File: src/verilog/phy_cfg.svh
`ifndef PHY_CFG_SVH
`define PHY_CFG_SVH

// ----------------------------------------
// Register map of the basic mode control
// ----------------------------------------

`define PBC_ADDR 5'h00
`define PBC_ADDR_W 5
`define PBC_DATA_W 16

// ----------------------------------------
// Field positions
// ----------------------------------------

`define PBC_SW_RESET 15
`define PBC_LOOPBACK 14
`define PBC_SPEED_LO 13
`define PBC_AN_ENABLE 12
`define PBC_POWER_DOWN 11
`define PBC_ISOLATE 10
`define PBC_AN_RESTART 9
`define PBC_DUPLEX 8
`define PBC_SPEED_HI 6

// ----------------------------------------
// Reset value and storage masks
// ----------------------------------------

`define PBC_RESET_VAL 16'h1140
`define PBC_KEEP_MASK 16'h7D40
`define PBC_ZERO_MASK 16'h00BF

`endif

File: src/verilog/phy_pkg.sv
package phy_pkg;

   typedef enum logic [1:0] {
      SPD_10 = 2'h0,
      SPD_100 = 2'h1,
      SPD_1000 = 2'h2,
      SPD_RSVD = 2'h3
   } speed_t;

   typedef enum logic [1:0] {
      RST_IDLE = 2'h1,
      RST_BUSY = 2'h2
   } rst_state_t;

endpackage

File: src/verilog/reset_sync.sv
`timescale 1ns/1ns

module reset_sync (
   input wire logic mclk,
   input wire logic rst_b,
   output logic rst_sync_b
);

   logic [1:0] sync_q;
   logic [1:0] sync_d;

   // ----------------------------------------
   // Release synchroniser
   // ----------------------------------------

   // Assertion is immediate; release waits two edges so no flop sees a runt release.
   always_comb begin
      sync_d = {sync_q[0], 1'b1};
   end

   always_ff @(posedge mclk or negedge rst_b) begin
      if (!rst_b) begin
         sync_q <= 2'h0;
      end else begin
         sync_q <= sync_d;
      end
   end

   assign rst_sync_b = sync_q[1];

endmodule

File: src/verilog/mii_path.sv
`timescale 1ns/1ns

module mii_path (
   input wire logic mclk,
   input wire logic rst_n,
   input wire logic loopback,
   input wire logic isolate,
   input wire logic power_down,
   input wire logic [7:0] mac_txd,
   input wire logic mac_tx_en,
   input wire logic [7:0] line_rxd,
   input wire logic line_rx_dv,
   output logic [7:0] mac_rxd,
   output logic mac_rx_dv,
   output logic mac_rx_oe_b,
   output logic [7:0] line_txd,
   output logic line_tx_en
);

   logic [7:0] mac_rxd_q, mac_rxd_d;
   logic mac_rx_dv_q, mac_rx_dv_d;
   logic oe_b_q, oe_b_d;
   logic [7:0] line_txd_q, line_txd_d;
   logic line_tx_en_q, line_tx_en_d;

   // ----------------------------------------
   // Data path steering
   // ----------------------------------------

   // The line side stays quiet in loopback so looped frames never reach the cable.
   always_comb begin
      mac_rxd_d = line_rxd;
      mac_rx_dv_d = line_rx_dv;
      line_txd_d = mac_txd;
      line_tx_en_d = mac_tx_en;
      oe_b_d = isolate;
      if (loopback) begin
         mac_rxd_d = mac_txd;
         mac_rx_dv_d = mac_tx_en;
         line_txd_d = 8'h00;
         line_tx_en_d = 1'b0;
      end
      if (power_down || isolate) begin
         mac_rxd_d = 8'h00;
         mac_rx_dv_d = 1'b0;
         line_txd_d = 8'h00;
         line_tx_en_d = 1'b0;
      end
   end

   always_ff @(posedge mclk or negedge rst_n) begin
      if (!rst_n) begin
         mac_rxd_q <= 8'h00;
         mac_rx_dv_q <= 1'b0;
         oe_b_q <= 1'b1;
         line_txd_q <= 8'h00;
         line_tx_en_q <= 1'b0;
      end else begin
         mac_rxd_q <= mac_rxd_d;
         mac_rx_dv_q <= mac_rx_dv_d;
         oe_b_q <= oe_b_d;
         line_txd_q <= line_txd_d;
         line_tx_en_q <= line_tx_en_d;
      end
   end

   assign mac_rxd = mac_rxd_q;
   assign mac_rx_dv = mac_rx_dv_q;
   assign mac_rx_oe_b = oe_b_q;
   assign line_txd = line_txd_q;
   assign line_tx_en = line_tx_en_q;

endmodule

File: src/verilog/phy_basic_mode_control.sv
`timescale 1ns/1ns

`include "phy_cfg.svh"

// Overview of operation
// - Writing the reset bit returns all control and status registers to defaults.
// - The reset bit clears itself and reads one while reset is in progress.
// - Reset ends when auto-negotiation begins or forced mode is entered.
// - Loopback routes transmit data from the MAC back to its receive path.
// - Without auto-negotiation bits 6 and 13 pick 10, 100, 1000 or reserved.
// - With auto-negotiation on, speed and duplex bits are ignored.
// - Speed defaults to high bit one, low bit zero, meaning 1000 Mb/s.
// - Power down stops the port while management accesses still work.
// - Isolate detaches the MAC data interface, management stays usable.
// - Writing restart starts auto-negotiation anew, ignored when it is disabled.
// - Restart reads one until auto-negotiation is initiated, then clears itself.
// - Clearing restart by a write never disturbs a running negotiation.
// - Duplex bit selects full or half duplex when forced, defaults to full.
module phy_basic_mode_control
   import phy_pkg::*;
(
   input wire logic mclk,
   input wire logic rst_b,
   input wire logic reg_wr_en,
   input wire logic reg_rd_en,
   input wire logic [`PBC_ADDR_W-1:0] reg_addr,
   input wire logic [`PBC_DATA_W-1:0] reg_wdata,
   output logic [`PBC_DATA_W-1:0] reg_rdata,
   output logic reg_rd_valid,
   input wire logic an_begun,
   input wire logic forced_entered,
   output logic an_start_req,
   output logic phy_regs_reset,
   output logic autoneg_enable,
   output logic forced_mode,
   output speed_t forced_speed,
   output logic forced_full_duplex,
   output logic power_down_request,
   output logic isolate_en,
   output logic loopback_en,
   input wire logic [7:0] mac_txd,
   input wire logic mac_tx_en,
   input wire logic [7:0] line_rxd,
   input wire logic line_rx_dv,
   output logic [7:0] mac_rxd,
   output logic mac_rx_dv,
   output logic mac_rx_oe_b,
   output logic [7:0] line_txd,
   output logic line_tx_en
);

   logic rst_n;
   logic wr_hit;
   logic sw_reset_set;
   logic restart_set;
   logic [`PBC_DATA_W-1:0] rd_val;
   logic [`PBC_DATA_W-1:0] ctrl_q, ctrl_d;
   logic restart_q, restart_d;
   rst_state_t state_q, state_d;
   logic regs_reset_q, regs_reset_d;
   logic [`PBC_DATA_W-1:0] rdata_q, rdata_d;
   logic rd_valid_q, rd_valid_d;

   // ----------------------------------------
   // Reset release
   // ----------------------------------------

   reset_sync u_reset_sync (
      .mclk(mclk),
      .rst_b(rst_b),
      .rst_sync_b(rst_n)
   );

   // ----------------------------------------
   // Write decode
   // ----------------------------------------

   assign wr_hit = reg_wr_en && (reg_addr == `PBC_ADDR);
   assign sw_reset_set = wr_hit && reg_wdata[`PBC_SW_RESET];
   // The enable seen is the one carried by the same write, so one write can enable and restart.
   assign restart_set = wr_hit && reg_wdata[`PBC_AN_RESTART]
      && reg_wdata[`PBC_AN_ENABLE] && !sw_reset_set;

   // ----------------------------------------
   // Stored control fields
   // ----------------------------------------

   always_comb begin
      ctrl_d = ctrl_q;
      if (sw_reset_set) begin
         ctrl_d = `PBC_RESET_VAL & `PBC_KEEP_MASK;
      end else if (wr_hit) begin
         ctrl_d = reg_wdata & `PBC_KEEP_MASK;
      end
   end

   always_ff @(posedge mclk or negedge rst_n) begin
      if (!rst_n) begin
         ctrl_q <= `PBC_RESET_VAL & `PBC_KEEP_MASK;
      end else begin
         ctrl_q <= ctrl_d;
      end
   end

   // ----------------------------------------
   // Restart of auto-negotiation
   // ----------------------------------------

   // A write of zero to the restart bit is not a clear; initiation, a software reset or disabling negotiation clears it.
   always_comb begin
      restart_d = restart_q;
      if (sw_reset_set) begin
         restart_d = 1'b0;
      end else if (restart_set) begin
         restart_d = 1'b1;
      end else if (!ctrl_d[`PBC_AN_ENABLE]) begin
         restart_d = 1'b0;
      end else if (an_begun) begin
         restart_d = 1'b0;
      end
   end

   always_ff @(posedge mclk or negedge rst_n) begin
      if (!rst_n) begin
         restart_q <= 1'b0;
      end else begin
         restart_q <= restart_d;
      end
   end

   // ----------------------------------------
   // Software reset process
   // ----------------------------------------

   always_comb begin
      state_d = state_q;
      regs_reset_d = sw_reset_set;
      unique case (state_q)
         RST_IDLE: begin
            if (sw_reset_set) begin
               state_d = RST_BUSY;
            end
         end
         RST_BUSY: begin
            if (!sw_reset_set && (an_begun || forced_entered)) begin
               state_d = RST_IDLE;
            end
         end
         default: begin
            state_d = RST_IDLE;
         end
      endcase
   end

   always_ff @(posedge mclk or negedge rst_n) begin
      if (!rst_n) begin
         state_q <= RST_IDLE;
         regs_reset_q <= 1'b0;
      end else begin
         state_q <= state_d;
         regs_reset_q <= regs_reset_d;
      end
   end

   // ----------------------------------------
   // Read path
   // ----------------------------------------

   always_comb begin
      rd_val = ctrl_q;
      rd_val[`PBC_SW_RESET] = (state_q == RST_BUSY);
      rd_val[`PBC_AN_RESTART] = restart_q;
      rdata_d = rdata_q;
      rd_valid_d = reg_rd_en;
      if (reg_rd_en) begin
         rdata_d = (reg_addr == `PBC_ADDR) ? rd_val : 16'h0000;
      end
   end

   always_ff @(posedge mclk or negedge rst_n) begin
      if (!rst_n) begin
         rdata_q <= 16'h0000;
         rd_valid_q <= 1'b0;
      end else begin
         rdata_q <= rdata_d;
         rd_valid_q <= rd_valid_d;
      end
   end

   assign reg_rdata = rdata_q;
   assign reg_rd_valid = rd_valid_q;

   // ----------------------------------------
   // Mode outputs
   // ----------------------------------------

   // Forced settings are always shown, but only count while forced_mode is high.
   assign autoneg_enable = ctrl_q[`PBC_AN_ENABLE];
   assign forced_mode = !ctrl_q[`PBC_AN_ENABLE];
   assign forced_speed = speed_t'({ctrl_q[`PBC_SPEED_HI], ctrl_q[`PBC_SPEED_LO]});
   assign forced_full_duplex = ctrl_q[`PBC_DUPLEX];
   assign power_down_request = ctrl_q[`PBC_POWER_DOWN];
   assign isolate_en = ctrl_q[`PBC_ISOLATE];
   assign loopback_en = ctrl_q[`PBC_LOOPBACK];
   assign phy_regs_reset = regs_reset_q;
   assign an_start_req = restart_q
      || ((state_q == RST_BUSY) && ctrl_q[`PBC_AN_ENABLE]);

   // ----------------------------------------
   // Data path
   // ----------------------------------------

   mii_path u_mii_path (
      .mclk(mclk),
      .rst_n(rst_n),
      .loopback(ctrl_q[`PBC_LOOPBACK]),
      .isolate(ctrl_q[`PBC_ISOLATE]),
      .power_down(ctrl_q[`PBC_POWER_DOWN]),
      .mac_txd(mac_txd),
      .mac_tx_en(mac_tx_en),
      .line_rxd(line_rxd),
      .line_rx_dv(line_rx_dv),
      .mac_rxd(mac_rxd),
      .mac_rx_dv(mac_rx_dv),
      .mac_rx_oe_b(mac_rx_oe_b),
      .line_txd(line_txd),
      .line_tx_en(line_tx_en)
   );
endmodule

File: config.mk
export PLATFORM = sky130hd
export DESIGN_NAME = phy_basic_mode_control
export DESIGN_NICKNAME = d
export VERILOG_FILES = /design/src/verilog/phy_pkg.sv /design/src/verilog/reset_sync.sv /design/src/verilog/mii_path.sv /design/src/verilog/phy_basic_mode_control.sv
export VERILOG_INCLUDE_DIRS = /design/src /design/src/verilog
export SDC_FILE = /design/constraint.sdc
export NUM_CORES = 1
export LEC_CHECK = 0
export ABC_AREA = 0
export CAP_MARGIN = 20
export CORE_AREA = 2 2 65 67
export CTS_CLUSTER_DIAMETER = 200
export CTS_CLUSTER_SIZE = 40
export DETAILED_ROUTE_END_ITERATION = 10
export DIE_AREA = 0 0 67 69
export DONT_BUFFER_PORTS = 1
export GPL_ROUTABILITY_DRIVEN = 0
export GPL_TIMING_DRIVEN = 0
export PLACE_DENSITY = 0.61
export SYNTH_ARGS = -nofsm -noshare
export SYNTH_HDL_FRONTEND = slang
export SYNTH_SLANG_ARGS = --single-unit
File: constraint.sdc
create_clock -name mclk -period 2.6 [get_ports mclk]
set_input_delay 0.26 -clock mclk [delete_from_list [all_inputs] [get_ports mclk]]
set_output_delay 0.26 -clock mclk [all_outputs]
set_load 0.02 [all_outputs]
==> results.sh <==
export IMPL_fin_cells=187
export IMPL_syn_nets=172
export IMPL_postLayoutSetupSlackWorst_ns=0.884
export IMPL_final_hold_violation_count=0
export IMPL_numCtsBuffers=5
export IMPL_htreeDepth=2
export IMPL_slew_violations=0
export IMPL_fin_hold_ws_ns=0.0278
export IMPL_finalSetupViolations=0
export IMPL_area_growth_pct=10.9
export IMPL_post_route_util_pct=47.7
export IMPL_synthXorXnorAreaFrac_pct=0
export IMPL_dieWidth_um=67
export IMPL_clk_pin_slew_ns=0.07
export IMPL_clock_latency_ns=0.29
export IMPL_power_frac_seq_pct=60.8
export IMPL_synth_async_reset_ratio_pct=100
export IMPL_rsz0062_at_grt="false"
export IMPL_cts_setup_buffers=0
export IMPL_first_global_vias=1120
export IMPL_synth_edff_count=0
export IMPL_grt_pass1_wl_um=5390
export IMPL_cp_start_kind="flop"
export IMPL_ys_ff_latch=43
export IMPL_cp_max_fo=10
export IMPL_syn_area_per_cell_um2=13.3
export IMPL_cp_slowest_cell="dfrtp_1"
export IMPL_status="finished clean"
export IMPL_rows=23
export IMPL_netlist_area_mm2=0.00168
export IMPL_grt_start_max_net_pins=42
export IMPL_synth_compound_area_share_pct=8.33
export IMPL_worst_r2r_cell_count=4
export IMPL_diodes=0
export IMPL_clock_skew_ns=0.00613
export IMPL_die_area_mm2=0.00462
export IMPL_yosys_area_share_simple_pct=14.1
export IMPL_ant_nets=0
export IMPL_drv_cap=0
export IMPL_dp_cells=177
export IMPL_hp_class="in2reg"
export IMPL_layout_drive_gt1_share_pct=20.4
export IMPL_wl_um=3300
export IMPL_drt_iter0_drc=49
export IMPL_cp_arrival_ns=1.94
export IMPL_clockRootBuffer="clkbuf_8"
export IMPL_ys_seq_area_share_pct=64.3
export IMPL_synth_cell_types=27
export IMPL_cts_resized=0
export IMPL_die_y_um=69
export IMPL_combPwrFrac_pct=8.2
export IMPL_route_vias_total=973
export IMPL_cts_tree="built"
export IMPL_r2r_end="u_mii_path.line_txd[5]"
export IMPL_crit_chain="or2_2, clkbuf_1, nor2_1, and2_1"
export IMPL_max_freq_mhz=583
export IMPL_worst_pin_slew_ns=0.869
export IMPL_layout_common_cells="37 x dfrtp_1, 13 x nor2_1, 11 x mux2i_1"
export IMPL_peakVddDrop_v=0.000299
export IMPL_switchingPower_uw=416
export IMPL_nNetsFinal=181
export IMPL_ys_warn_count=0
export IMPL_vias_per_cell=5.20
export IMPL_routedWlPerCell_um=17.6
export IMPL_leakage_uw=0.000884
export IMPL_synth_top_family_by_area="simple AND/OR/NAND/NOR gates"
export IMPL_endpoint_kind="flop"
export IMPL_drc=0
export IMPL_r2r_start="ctrl_q[11]"
export IMPL_power_density_mw_per_mm2=782
export IMPL_core_area_mm2=0.00391
export IMPL_synth_flop_cell="dfrtp_1"
export IMPL_slew_headroom_pct=42.1
export IMPL_pre_cts_ws_ns=0.836
export IMPL_firstDrtPassIters=3
export IMPL_grtUsageTotal_pct=15.6
export IMPL_cts_sinks=43
export IMPL_io_buffers=0
export IMPL_rrSetupSlack_ns=0.88
export IMPL_synthCells=127
export IMPL_start_util_pct=43.0
export IMPL_critPathMaxStageDelay_ns=0.48
export IMPL_ios=91
export IMPL_synth_fa_ha_area_share_pct=0
export IMPL_internal_power_uw=1050
export IMPL_min_delay_start="reg_rd_en"
export IMPL_post_dp_hpwl_um=2370
export IMPL_grt_remaining_overflow=0
export IMPL_critical_path_class="reg2reg"
export IMPL_clkPwrFrac_pct=31.1
export IMPL_hold_buffers=2
export IMPL_finalCritPeriodShare_pct=66.0
export IMPL_min_to="reg_rdata[7]"
export IMPL_layout_min_cycle_time_ns=1.72
export IMPL_final_common_cell="dfrtp_1"
export IMPL_switching_share_pct=28.4
export IMPL_crit_required_ns=2.82
export IMPL_antenna_found_initial=0
export IMPL_synthMuxAreaShare_pct=9.22
export IMPL_hold_depth=1
export IMPL_finalSetupTns_ns=0
export IMPL_clockBufferDepth=2
==> Yosys cell counts (2+ instances only) <==
master / number / area share, %
nand2_1: 2 / 0.45
a21oi_1: 2 / 0.59
dfrtp_1: 38 / 57
mux2_2: 4 / 2.7
o2bb2ai_1: 2 / 1.0
mux2i_1: 11 / 6.5
a31oi_1: 2 / 0.74
dfstp_2: 5 / 7.8
nor2_1: 13 / 2.9
buf_4: 6 / 2.7
and2_1: 9 / 3.3
nor2b_1: 9 / 3.3
a22o_1: 9 / 4.7
inv_1: 2 / 0.45
==> through the flow <==
step	cell area, µm²	power, µW
floorplan	1680	983
detailed placement	1750	1020
CTS	1870	1480
global route	1870	1540
finish	1870	1460
global placement	1750	1010
==> metal layers <==
| metal | wire length (µm) | GRT usage [%] | vias up |
|---|---|---|---|
| met5 | 0 | 0 | - |
| met4 | 38 | 5.44 | 0 |
| met3 | 354 | 8.65 | 4 |
| met2 | 1680 | 26.0 | 52 |
| met1 | 1220 | 16.3 | 476 |
| li1 | - | - | 441 |
==> how the worst max path moves through the flow <==
stage,start,slack [ns],depth (start not counted),end
global route,ctrl_q[11],0.69,4,u_mii_path.line_txd[5]
CTS,ctrl_q[11],0.82,4,u_mii_path.line_txd[5]
global placement,ctrl_q[11],0.87,4,u_mii_path.line_txd[5]
finish,ctrl_q[11],0.88,4,u_mii_path.line_txd[5]
detailed placement,ctrl_q[11],0.84,4,u_mii_path.line_txd[5]
floorplan,ctrl_q[11],1.19,4,u_mii_path.line_tx_en
==> state kept, by name, summed over array words and instances (netlist names), 2 cells and up <==
name / flops
ctrl_q: 7
reg_rdata: 10
state_q: 2
u_mii_path.line_txd: 8
u_mii_path.mac_rxd: 8
u_reset_sync.sync_q: 2
==> kinds of logic (layout without fill, tap and decap cells) <==
| kind of cell | after synthesis | count (layout) |
|---|---|---|
| AND/OR/NAND/NOR | 39 | 39 |
| flip-flops | 43 | 43 |
| multiplexers | 15 | 15 |
| AO/OA/AOI/OAI | 18 | 18 |
| buffers and inverters | 11 | 21 |
| other | 1 | 1 |
==> power by group through the flow <==
stage	Combinational, µW	Clock [µW]	Sequential, µW
global route	139	498	901
detailed placement	120	0	905
floorplan	96.2	0	887
global placement	114	0	901
CTS	123	466	892
finish	119	454	888
==> critical path, delay by kind of cell (launching register included) <==
family | cells | cell delay, ns
buffers and inverters | 1 | 0.23
AND/OR/NAND/NOR | 3 | 0.95
flip-flops | 1 | 0.48
==> layout make-up <==
class	count	area, µm²
plain buffers	8	53.8
clock buffers	8	100
fillers	386	2050
inverters	3	11.3
multi-input cells	73	536
flip-flops and latches	43	1080
well taps	50	62.6
repair buffers	2	20.0
(Power assumes the default switching activity.)
